[src/serial_mode_consts.vh]
// Constants for the port C, serial mode and clock control register bank.
// Assumes a 32-bit APB slave with word-aligned registers at four times the index.
`ifndef SERIAL_MODE_CONSTS_VH
`define SERIAL_MODE_CONSTS_VH

////////////////////////////////////////////////////////////////////////////////
// Register indices as printed, and APB byte addresses derived from them.
`define IDX_PORT_C_DATA     8'h16
`define IDX_PORT_C_DIR      8'h17
`define IDX_SERIAL_STATUS   8'h1a
`define IDX_ENDPOINT_FLAGS  8'h1b
`define IDX_CLOCK_CONTROL   8'h1c
`define ADDR_SHIFT          2
`define ADDR_W              8
`define REG_W               8
`define DATA_W              32
`define PORT_W              4

////////////////////////////////////////////////////////////////////////////////
// Port C data register fields.
`define PC_GPIO_LSB         0
`define PC_GPIO_MSB         3
`define PC_PWM_FIRST_PIN    2
`define PC_PWM_SECOND_PIN   3
`define PC_PWM_CLK_SRC      5
`define PC_PWM_FIRST_EN     6
`define PC_PWM_SECOND_EN    7
`define PC_GPIO_RESET       4'h0
`define PC_DIR_RESET        4'hf

////////////////////////////////////////////////////////////////////////////////
// Serial status and control register fields.
`define SSC_SUSPEND         0
`define SSC_REMOTE_WAKEUP   1
`define SSC_BUS_RESET       2
`define SSC_RESUME_OUT      3
`define SSC_DATA_IN         4
`define SSC_CLOCK_IN        5
`define SSC_DATA_OUT        6
`define SSC_CLOCK_OUT       7

////////////////////////////////////////////////////////////////////////////////
// Endpoint flag and mode select register fields.
`define EFM_EP_COUNT        2
`define EFM_RSVD_LSB        2
`define EFM_RSVD_MSB        3
`define EFM_PS2_SEL         4
`define EFM_USB_SEL         5
`define EFM_ADC_REF         6
`define EFM_USB_IND         7
`define EFM_RSVD_RESET      2'h0

////////////////////////////////////////////////////////////////////////////////
// Clock control register fields.
`define CC_USB_CLK_GATE     3
`define CC_PULLUP_EN        4
`define CC_OSC_SEL          6
`define CC_PS2_IND          7

////////////////////////////////////////////////////////////////////////////////
// Quarter-rate tick divider.
`define TICK_DIV_W          2
`define TICK_DIV_LAST       2'h3
`define TICK_DIV_STEP       2'h1

`endif

[src/sticky_flag.v]
// One sticky status flag set by a hardware pulse and cleared by software.
// Assumes set and clear are synchronous to clk; set wins over a same-cycle clear.
`timescale 1ns/100ps

module sticky_flag (
  input  wire clk,
  input  wire rstn,
  input  wire set,
  input  wire clear,
  output reg  flag
);

  // An event in the clearing cycle must survive, so set is tested first.
  always @(posedge clk or negedge rstn) begin
    if (!rstn) begin
      flag <= 1'b0;
    end else if (set) begin
      flag <= 1'b1;
    end else if (clear) begin
      flag <= 1'b0;
    end
  end

endmodule

[src/serial_mode_regs.v]
// Port C, serial line mode, endpoint flag and clock control registers on APB.
// Assumes the SIE, PWM counters and ADC live outside and are synchronous to sys_clk.
//
// The APB interface to the registers is this design's own decision.
`timescale 1ns/100ps
`include "serial_mode_consts.vh"

module serial_mode_regs (
  input  wire                  sys_clk,
  input  wire                  rstn,
  // APB slave.
  input  wire                  psel,
  input  wire                  penable,
  input  wire                  pwrite,
  input  wire [`ADDR_W-1:0]    paddr,
  input  wire [`DATA_W-1:0]    pwdata,
  output wire [`DATA_W-1:0]    prdata,
  output wire                  pready,
  output wire                  pslverr,
  // Port C pins.
  input  wire [`PORT_W-1:0]    port_c_pin_in,
  output reg  [`PORT_W-1:0]    port_c_pin_out,
  output reg  [`PORT_W-1:0]    port_c_pin_oe_n,
  // PWM side.
  input  wire                  pwm_first_wave,
  input  wire                  pwm_second_wave,
  output reg                   pwm_base_tick,
  // SIE side.
  input  wire                  usb_suspend,
  input  wire                  usb_bus_reset_event,
  input  wire                  usb_resume_out_event,
  input  wire [`EFM_EP_COUNT-1:0] endpoint_access,
  output wire [`EFM_EP_COUNT-1:0] endpoint_event_ready,
  output reg                   remote_wakeup_drive,
  input  wire                  sie_minus_out,
  input  wire                  sie_plus_out,
  input  wire                  sie_lines_oe_n,
  // CPU interrupt side.
  input  wire                  usb_int_enable,
  input  wire                  stack_full,
  output reg                   usb_int_request,
  // Serial lines, open-drain style in PS2 mode.
  input  wire                  minus_data_line_in,
  input  wire                  plus_data_line_in,
  output reg                   minus_data_line_out,
  output reg                   minus_data_line_oe_n,
  output reg                   plus_data_line_out,
  output reg                   plus_data_line_oe_n,
  // Mode and clock controls.
  output wire                  ps2_interface_select,
  output wire                  usb_interface_select,
  output wire                  adc_reference_select,
  output wire                  usb_clock_gate,
  output wire                  second_suspend_pullup_enable,
  output wire                  oscillator_frequency_select
);

  ////////////////////////////////////////////////////////////////////////////////
  // Address decode.

  // Shared by the write path and the read path.
  function hit;
    input [`ADDR_W-1:0] addr;
    input [`ADDR_W-1:0] idx;
    begin
      hit = (addr == (idx << `ADDR_SHIFT));
    end
  endfunction

  wire sel_pc  = hit(paddr, `IDX_PORT_C_DATA);
  wire sel_dir = hit(paddr, `IDX_PORT_C_DIR);
  wire sel_ssc = hit(paddr, `IDX_SERIAL_STATUS);
  wire sel_efm = hit(paddr, `IDX_ENDPOINT_FLAGS);
  wire sel_cc  = hit(paddr, `IDX_CLOCK_CONTROL);
  wire mapped  = sel_pc | sel_dir | sel_ssc | sel_efm | sel_cc;

  // Zero wait states: every access completes in its first access cycle.
  wire access  = psel & penable;
  wire wr      = access & pwrite & mapped;
  wire rd      = access & ~pwrite & mapped;

  assign pready  = 1'b1;
  assign pslverr = access & ~mapped;

  ////////////////////////////////////////////////////////////////////////////////
  // Port C data and direction.

  reg [`PORT_W-1:0] port_c_data_reg;
  reg               pwm_clock_source;
  reg               pwm_first_output_enable;
  reg               pwm_second_output_enable;
  reg [`PORT_W-1:0] port_c_direction_reg;

  always @(posedge sys_clk or negedge rstn) begin
    if (!rstn) begin
      port_c_data_reg          <= `PC_GPIO_RESET;
      pwm_clock_source         <= 1'b0;
      pwm_first_output_enable  <= 1'b0;
      pwm_second_output_enable <= 1'b0;
      port_c_direction_reg     <= `PC_DIR_RESET;
    end else begin
      if (wr && sel_pc) begin
        port_c_data_reg          <= pwdata[`PC_GPIO_MSB:`PC_GPIO_LSB];
        pwm_clock_source         <= pwdata[`PC_PWM_CLK_SRC];
        pwm_first_output_enable  <= pwdata[`PC_PWM_FIRST_EN];
        pwm_second_output_enable <= pwdata[`PC_PWM_SECOND_EN];
      end
      if (wr && sel_dir) begin
        port_c_direction_reg <= pwdata[`PC_GPIO_MSB:`PC_GPIO_LSB];
      end
    end
  end

  // A direction bit of 1 makes the pin an input. An enabled PWM owns its pin
  // whatever the direction bit says.
  always @* begin
    port_c_pin_out  = port_c_data_reg;
    port_c_pin_oe_n = port_c_direction_reg;
    if (pwm_first_output_enable) begin
      port_c_pin_out[`PC_PWM_FIRST_PIN]  = pwm_first_wave;
      port_c_pin_oe_n[`PC_PWM_FIRST_PIN] = 1'b0;
    end
    if (pwm_second_output_enable) begin
      port_c_pin_out[`PC_PWM_SECOND_PIN]  = pwm_second_wave;
      port_c_pin_oe_n[`PC_PWM_SECOND_PIN] = 1'b0;
    end
  end

  // Pins set as inputs read the pad; outputs read back the latch.
  wire [`PORT_W-1:0] port_c_read = (port_c_pin_in & port_c_direction_reg) |
                                   (port_c_data_reg & ~port_c_direction_reg);

  ////////////////////////////////////////////////////////////////////////////////
  // PWM base tick.

  reg [`TICK_DIV_W-1:0] tick_div;
  wire                  quarter_rate_tick = (tick_div == `TICK_DIV_LAST);

  always @(posedge sys_clk or negedge rstn) begin
    if (!rstn) begin
      tick_div      <= {`TICK_DIV_W{1'b0}};
      pwm_base_tick <= 1'b0;
    end else begin
      tick_div      <= tick_div + `TICK_DIV_STEP;
      pwm_base_tick <= pwm_clock_source ? 1'b1 : quarter_rate_tick;
    end
  end

  ////////////////////////////////////////////////////////////////////////////////
  // Serial status and control.

  reg  ps2_line_data_out;
  reg  ps2_line_clock_out;
  wire bus_reset_event_flag;
  wire resume_out_flag;

  always @(posedge sys_clk or negedge rstn) begin
    if (!rstn) begin
      remote_wakeup_drive <= 1'b0;
      ps2_line_data_out   <= 1'b1;
      ps2_line_clock_out  <= 1'b1;
    end else if (wr && sel_ssc) begin
      remote_wakeup_drive <= pwdata[`SSC_REMOTE_WAKEUP];
      ps2_line_data_out   <= pwdata[`SSC_DATA_OUT];
      ps2_line_clock_out  <= pwdata[`SSC_CLOCK_OUT];
    end
  end

  // Bus reset flag: firmware writing 0 clears it; a reset event wins.
  sticky_flag u_bus_reset_flag (
    .clk   (sys_clk),
    .rstn  (rstn),
    .set   (usb_bus_reset_event),
    .clear (wr && sel_ssc && !pwdata[`SSC_BUS_RESET]),
    .flag  (bus_reset_event_flag)
  );

  // Resume-out is read-only, so reading the register is what clears it.
  sticky_flag u_resume_out_flag (
    .clk   (sys_clk),
    .rstn  (rstn),
    .set   (usb_resume_out_event),
    .clear (rd && sel_ssc),
    .flag  (resume_out_flag)
  );

  // A line held low by our own output bit reads 0, which is why firmware
  // must release it before sampling.
  wire ps2_line_data_in  = minus_data_line_in;
  wire ps2_line_clock_in = plus_data_line_in;

  ////////////////////////////////////////////////////////////////////////////////
  // Endpoint flags and mode select.

  wire [`EFM_EP_COUNT-1:0] endpoint_flag;
  reg  [`EFM_EP_COUNT-1:0] endpoint_flag_q;
  reg  [`EFM_RSVD_MSB:`EFM_RSVD_LSB] endpoint_reserved;
  reg  ps2_sel;
  reg  usb_sel;
  reg  adc_ref;
  reg  usb_indicator;

  genvar g;
  generate
    for (g = 0; g < `EFM_EP_COUNT; g = g + 1) begin : g_ep
      sticky_flag u_ep_flag (
        .clk   (sys_clk),
        .rstn  (rstn),
        .set   (endpoint_access[g] && !endpoint_flag[g]),
        .clear (wr && sel_efm && !pwdata[g]),
        .flag  (endpoint_flag[g])
      );
    end
  endgenerate

  // The SIE holds a further event for an endpoint until its flag reads 0.
  assign endpoint_event_ready = ~endpoint_flag;

  always @(posedge sys_clk or negedge rstn) begin
    if (!rstn) begin
      endpoint_flag_q   <= {`EFM_EP_COUNT{1'b0}};
      usb_int_request   <= 1'b0;
      endpoint_reserved <= `EFM_RSVD_RESET;
      ps2_sel           <= 1'b0;
      usb_sel           <= 1'b0;
      adc_ref           <= 1'b1;
      usb_indicator     <= 1'b0;
    end else begin
      endpoint_flag_q <= endpoint_flag;
      // One request pulse per cycle with any newly set flag, dropped while the stack is full.
      usb_int_request <= |(endpoint_flag & ~endpoint_flag_q) & usb_int_enable & ~stack_full;
      if (wr && sel_efm) begin
        endpoint_reserved <= pwdata[`EFM_RSVD_MSB:`EFM_RSVD_LSB];
        ps2_sel           <= pwdata[`EFM_PS2_SEL];
        usb_sel           <= pwdata[`EFM_USB_SEL];
        adc_ref           <= pwdata[`EFM_ADC_REF];
        usb_indicator     <= pwdata[`EFM_USB_IND];
      end
    end
  end

  assign ps2_interface_select = ps2_sel;
  assign usb_interface_select = usb_sel;
  assign adc_reference_select = adc_ref;

  ////////////////////////////////////////////////////////////////////////////////
  // Clock control.

  reg usb_clk_on;
  reg pullup_on;
  reg osc_six;
  reg ps2_indicator;

  always @(posedge sys_clk or negedge rstn) begin
    if (!rstn) begin
      usb_clk_on    <= 1'b0;
      pullup_on     <= 1'b0;
      osc_six       <= 1'b0;
      ps2_indicator <= 1'b0;
    end else if (wr && sel_cc) begin
      usb_clk_on    <= pwdata[`CC_USB_CLK_GATE];
      pullup_on     <= pwdata[`CC_PULLUP_EN];
      osc_six       <= pwdata[`CC_OSC_SEL];
      ps2_indicator <= pwdata[`CC_PS2_IND];
    end
  end

  assign usb_clock_gate               = usb_clk_on;
  assign second_suspend_pullup_enable = pullup_on;
  assign oscillator_frequency_select  = osc_six;

  ////////////////////////////////////////////////////////////////////////////////
  // Serial line ownership.

  // PS2 lines are open-drain: a 0 bit pulls low, a 1 bit lets the line float.
  always @* begin
    minus_data_line_out  = 1'b0;
    plus_data_line_out   = 1'b0;
    minus_data_line_oe_n = 1'b1;
    plus_data_line_oe_n  = 1'b1;
    if (ps2_sel && !usb_sel) begin
      minus_data_line_oe_n = ps2_line_data_out;
      plus_data_line_oe_n  = ps2_line_clock_out;
    end else if (usb_sel && !ps2_sel) begin
      minus_data_line_out  = sie_minus_out;
      plus_data_line_out   = sie_plus_out;
      minus_data_line_oe_n = sie_lines_oe_n;
      plus_data_line_oe_n  = sie_lines_oe_n;
    end
    // Both selects equal leaves the released defaults above.
  end

  ////////////////////////////////////////////////////////////////////////////////
  // Read data.

  reg [`REG_W-1:0] read_byte;
  reg [`DATA_W-1:0] prdata_q;

  always @* begin
    read_byte = {`REG_W{1'b0}};
    if (sel_pc) begin
      read_byte[`PC_GPIO_MSB:`PC_GPIO_LSB] = port_c_read;
      read_byte[`PC_PWM_CLK_SRC]           = pwm_clock_source;
      read_byte[`PC_PWM_FIRST_EN]          = pwm_first_output_enable;
      read_byte[`PC_PWM_SECOND_EN]         = pwm_second_output_enable;
    end else if (sel_dir) begin
      read_byte[`PC_GPIO_MSB:`PC_GPIO_LSB] = port_c_direction_reg;
    end else if (sel_ssc) begin
      read_byte[`SSC_SUSPEND]    = usb_suspend;
      read_byte[`SSC_BUS_RESET]  = bus_reset_event_flag;
      read_byte[`SSC_RESUME_OUT] = resume_out_flag;
      read_byte[`SSC_DATA_IN]    = ps2_line_data_in;
      read_byte[`SSC_CLOCK_IN]   = ps2_line_clock_in;
    end else if (sel_efm) begin
      read_byte[`EFM_EP_COUNT-1:0]          = endpoint_flag;
      read_byte[`EFM_RSVD_MSB:`EFM_RSVD_LSB] = endpoint_reserved;
      read_byte[`EFM_PS2_SEL]               = ps2_sel;
      read_byte[`EFM_USB_SEL]               = usb_sel;
      read_byte[`EFM_ADC_REF]               = adc_ref;
      read_byte[`EFM_USB_IND]               = usb_indicator;
    end else if (sel_cc) begin
      read_byte[`CC_USB_CLK_GATE] = usb_clk_on;
      read_byte[`CC_PULLUP_EN]    = pullup_on;
      read_byte[`CC_OSC_SEL]      = osc_six;
      read_byte[`CC_PS2_IND]      = ps2_indicator;
    end
  end

  // Read data is registered in the setup cycle so it stands through the access.
  always @(posedge sys_clk or negedge rstn) begin
    if (!rstn) begin
      prdata_q <= {`DATA_W{1'b0}};
    end else if (psel && !penable && !pwrite) begin
      prdata_q <= {{(`DATA_W-`REG_W){1'b0}}, read_byte};
    end
  end

  assign prdata = prdata_q;

endmodule

[config.mk]
export PLATFORM = sky130hd
export DESIGN_NAME = serial_mode_regs
export DESIGN_NICKNAME = d
export VERILOG_FILES = /design/src/sticky_flag.v /design/src/serial_mode_regs.v
export VERILOG_INCLUDE_DIRS = /design/src
export SDC_FILE = /design/constraint.sdc
export NUM_CORES = 1
export LEC_CHECK = 0
export BUFFER_PORTS_ARGS = -buffer_cell sky130_fd_sc_hd__buf_4
export CAP_MARGIN = 10
export CORE_UTILIZATION = 43
export CTS_BUF_LIST = sky130_fd_sc_hd__clkbuf_2
export DETAILED_ROUTE_END_ITERATION = 8
export PLACE_DENSITY = 0.81
export SYNTH_ARGS = -nofsm -noshare
export SYNTH_HDL_FRONTEND = slang
export SYNTH_SLANG_ARGS = --single-unit
[constraint.sdc]
create_clock -name sys_clk -period 1.06 [get_ports sys_clk]
set_input_delay 0.053 -clock sys_clk [delete_from_list [all_inputs] [get_ports sys_clk]]
set_output_delay 0.053 -clock sys_clk [all_outputs]
set_load 0.05 [all_outputs]
-- Yosys cells after proc, flatten, opt, wreduce, memory -nomap -nowiden
Cells that the tools add are included.
- output and inout bits: 57
- word-level logic and storage cells: 119
- bits in registers: 42
- bits of input ports: 63
- bitwise operators: 22
- $add $sub $neg: 1
- mux-type cells: 35
- reductions and logical operators: 29
- equal/unequal tests: 6
- operators by type and width (operator ; number):
    == test 8 x 7 -> 1 bit (second input constant) ; 5
    2-to-1 mux 1 bit ; 24
    2-to-1 mux 4 bit ; 4
    logical AND 1 bit ; 15
    2-to-1 mux 2 bit ; 5
    zero test 1 bit ; 9
    bitwise AND 1 bit ; 8
    bitwise AND 4 bit ; 2
    nonzero test 2 bit ; 4
    2-to-1 mux 3 bit ; 2
    NOT 2 bit ; 2
    NOT 4 bit ; 1
    bitwise OR 1 bit ; 4
    bitwise OR 4 bit ; 1
    NOT 1 bit ; 3
    adder 2 x 1 -> 2 bit (second input constant) ; 1
    bitwise AND 2 bit ; 1
    == test 2 bit (second input constant) ; 1
    OR reduction 2 bit ; 1

-- Longest topological paths before layout
- word-level depth: 10
- depth in mapped cells: 6
- gate-level depth less buffers: 4

-- By module
From an unflattened synthesis, not the netlist that was laid out.
- cell total of the unflattened synthesis: 225
- area, all modules: 2347.3 um^2
- modules (own cells, without submodules) (module ; seq. area each (um^2) ; area each (um^2) ; times used ; cells an instance):
    serial_mode_regs ; 959.7 ; 2202.1 ; 1 ; 213
    sticky_flag ; 25.0 ; 36.3 ; 4 ; 3

-- Worst setup path after synthesis
OpenSTA, ideal clock, no wires.
- kind: input to output
- start point: in paddr[7]
- end point: out pslverr
- slack: -0.703 ns
- data arrival time: 1.710 ns
- stages: 5
- buffers on the path: 1
- required time: 1.007 ns
- cells stage by stage: and4bb_2 -> buf_2 -> nor2_1 -> nor2_1 -> nor3_1
- cells in the longest elaborated chain, start to end: 7
- elaborated cells between the ends (all ways): 11
- classes of those cells: eq/ne: 5; bitwise: 6
- ends and longest elaborated chain (item ; RTL line ; RTL):
    start: declaration ; serial_mode_regs.v:15 ; input wire [`ADDR_W-1:0] paddr,
    == test 8 x 7 -> 1 bit ; serial_mode_regs.v:66 ; hit = (addr == (idx << `ADDR_SHIFT));
    bitwise OR 1 bit (3 in series) ; serial_mode_regs.v:75 ; wire mapped = sel_pc | sel_dir | sel_ssc | sel_efm | sel_cc;
    bitwise OR 1 bit (*) ; serial_mode_regs.v:75 ;
    NOT 1 bit (*) ; serial_mode_regs.v:83 ; assign pslverr = access & ~mapped;
    bitwise AND 1 bit (*) ; serial_mode_regs.v:83 ;
    end: declaration ; serial_mode_regs.v:19 ; output wire pslverr,
Mark *: on every way between the ends. The rest lies on a longest branch, timed or not.

-- Worst setup path after layout
- start point: reg ps2_sel (netlist: ps2_interface_select)
- end point: out minus_data_line_oe_n
- cells in the longest elaborated chain, start to end: 4
- elaborated cells between the ends (all ways): 5
- classes of those cells: mux: 2; reduce/logical: 3
- ends and longest elaborated chain (item ; RTL line ; RTL):
    start: declaration ; serial_mode_regs.v:198 ; reg ps2_sel;
    start signal: assignment ; serial_mode_regs.v:234 ; ps2_sel <= pwdata[`EFM_PS2_SEL];
    zero test 1 bit ; serial_mode_regs.v:284 ; end else if (usb_sel && !ps2_sel) begin
    logical AND 1 bit ; serial_mode_regs.v:284 ;
    2-to-1 mux 1 bit ; serial_mode_regs.v:284 ;
    2-to-1 mux 1 bit (*) ; serial_mode_regs.v:281 ; if (ps2_sel && !usb_sel) begin
    end: declaration ; serial_mode_regs.v:46 ; output reg minus_data_line_oe_n,
Marks and branches as above.

==> results.json <==
{
  "crit_start": "ps2_interface_select$_DFFE_PN0P_",
  "firstDrtPassIters": 4,
  "min_path_cells": 3,
  "cp_max_fo": 3,
  "async_flop_share_pct": 100,
  "antenna_found_initial": 0,
  "stdcell_count": 435,
  "grt_pass1_vias": 2206,
  "ys_ff_latch": 42,
  "numPortBuffers": 70,
  "clk_path_buf_depth": 2,
  "dpl.hpwl_um": 4500,
  "ant_nets": 0,
  "syn_inst": 210,
  "grtUsageTotal_pct": 25.1,
  "finalWorstSetupSlack_ns": -0.455,
  "initial_utilization_pct": 45.5,
  "synth.most_common_cell": "dfrtp_1",
  "drive_gt1_share_pct": 64.7,
  "fillers": 290,
  "worst_pin_slew_ns": 0.551,
  "layout.nets": 428,
  "tns_ns": -7.77,
  "htree_levels": 2,
  "largest_reg_flops": 8,
  "insertion_delay_ns": 0.44,
  "total_power_mw": 3.23,
  "finalCritPeriodShare_pct": 143,
  "grt_start_max_net_pins": 43,
  "place_inst": 375,
  "die-area_mm2": 0.00581,
  "p_per_area_mw_per_mm2": 790,
  "postPlaceCellArea_mm2": 0.00318,
  "yosysUniqueCellTypes": 54,
  "peakVddDrop_v": 0.000766,
  "vias": 2179,
  "die_y_um": 76.2,
  "grt_setup_unrepaired": "true",
  "gr-total-overflow": 0,
  "synth_top_area_cell": "dfrtp_1",
  "route.detailed.drc": 0,
  "status": "finished, violations left",
  "gp_congestion": 0.841,
  "synthTopCellsByCount": "dfrtp_1, buf_4, mux2_2",
  "rows": 26,
  "clk_pin_slew_ns": 0.23,
  "dieWidth_um": 76.2,
  "cap_violations": 0,
  "min_from": "pwrite",
  "setup_viol": 41,
  "ctsRootBufferMaster": "clkbuf_2",
  "cts_buffers": 5,
  "end_kind": "output port",
  "grt_pass1_wl_um": 11300,
  "r2r_start": "ps2_interface_select$_DFFE_PN0P_",
  "syn_area_mm2": 0.00237,
  "p_leak_nw": 1.99,
  "ys.flop_type": "dfrtp_1",
  "drt-vias-per-instance": 5.01,
  "worstRegToRegCells": 6,
  "critPathKind": "reg2out",
  "drt_iter0_drc": 142,
  "violations": "negative hold slack, negative setup slack",
  "wl_per_cell_um": 16.9,
  "slew_headroom_pct": 63.2,
  "cts_sinks": 42,
  "ys_top_cells_by_area": "dfrtp_1, mux2_2, buf_4",
  "ios": 120,
  "arrival_ns": 1.46,
  "drv_slew": 0,
  "fmaxAchievable_mhz": 660,
  "holdCritPathClass": "in2reg",
  "finish.utilization_pct": 78.6,
  "skew_ns": 0.0213,
  "drt-total-wl_um": 7330,
  "postSynthAreaPerCell_um2": 11.3,
  "synth_enable_flop_cells": 0,
  "ys_warn_count": 0,
  "layout_min_cycle_time_ns": 1.52,
  "n_antenna_cell": 0,
  "worstSetupStartpointType": "flip-flop",
  "fin_hold_ws_ns": -0.0793,
  "synth_top_area_share_pct": 37.0,
  "core-area_mm2": 0.00520,
  "synthToLayoutAreaGrowth_pct": 72.7,
  "hold_viol_final": 1,
  "cts_tree": "built",
  "stdcell_area_mm2": 0.00409,
  "seq_area_frac_synth_pct": 44.8,
  "required_ns": 1.01
}
-- worst max-delay path, cell delays in order, from the launching register on --
cell	delay, ns
dfrtp_2	0.48
nand2b_4	0.17
o22a_4	0.23
buf_8	0.15
-- worst paths after layout --
path                                                  endpoint  slack, ns
min in group asynchronous  pwm_first_output_enable$_DFFE_PN0P_       0.12
max in group asynchronous           usb_clock_gate$_DFFE_PN0P_       0.54
hold / removal                           prdata[1]$_DFFE_PN0P_      -0.08
setup reg to reg                         prdata[4]$_DFFE_PN0P_      -0.42
setup / recovery                          minus_data_line_oe_n      -0.46
hold reg to reg                          tick_div[0]$_DFF_PN0_       0.44
-- cell usage in the layout, fill, tap and decap left out, types with 5 or more instances in the layout --
cell,n
buf_4,87
buf_6,41
dfrtp_1,31
conb_1,25
mux2_2,16
dlygate4sd3_1,16
buf_8,14
mux2_4,13
nand2_1,11
nor2_1,7
dfstp_2,7
a21oi_2,6
o21ai_1,6
clkbuf_2,6
nor2_4,5
-- through the flow --
stage | hold WS (ns) | setup WS [ns]
finish | -0.0793 | -0.455
detailed placement | 0.0714 | -0.264
global route | -0.0952 | -0.527
global placement | 0.0636 | -0.236
CTS | -0.0830 | -0.453
floorplan | -0.243 | -0.113
-- layer usage --
layer | up-vias | routed length (um) | track usage (%)
met4 | 0 | 123 | 8.85
met3 | 12 | 368 | 6.35
met1 | 1072 | 3020 | 29.8
li1 | 1001 | - | -
met2 | 94 | 3820 | 44.0
met5 | - | 0 | 0
-- final cells by class --
type / count / area (um2) / area share, %
clock buffers: 6 / 30.0 / 0.734
clock inverters: 2 / 12.5 / 0.306
inverters: 6 / 30.0 / 0.734
multi-input cells: 150 / 1360 / 33.2
flip-flops and latches: 42 / 1060 / 26.0
well taps: 70 / 87.6 / 2.14
repair buffers: 159 / 1510 / 36.8
-- where the power goes --
part / switching, mW / total, mW / internal [mW]
clock network: 0.556 / 0.731 / 0.174
registers: 0.0184 / 1.65 / 1.63
logic: 0.508 / 0.850 / 0.342
total: 1.08 / 3.23 / 2.15
-- what timing repair did --
item / in CTS / in global routing
pin swaps: 14 / 16
hold endpoints to repair: 72 / 2
hold buffers: 15 / 1
gates resized for setup: 83 / 29
endpoints found under the setup margin: 38 / 46
setup buffers: 27 / 13
gates cloned: 0 / 0
-- kinds of logic (layout without fill, tap and decap cells) --
kind of cell	count (synthesis)	count (layout)	synth area share [%]
other	2	25	0.317
multiplexers	30	30	15.5
buffers and inverters	41	173	11.6
flip-flops	42	42	44.8
AO/OA/AOI/OAI	32	32	8.67
AND/OR/NAND/NOR	62	62	18.7
adder cells (fa/ha/maj)	1	1	0.528
No activity file was read; power rests on OpenSTA's default activity.
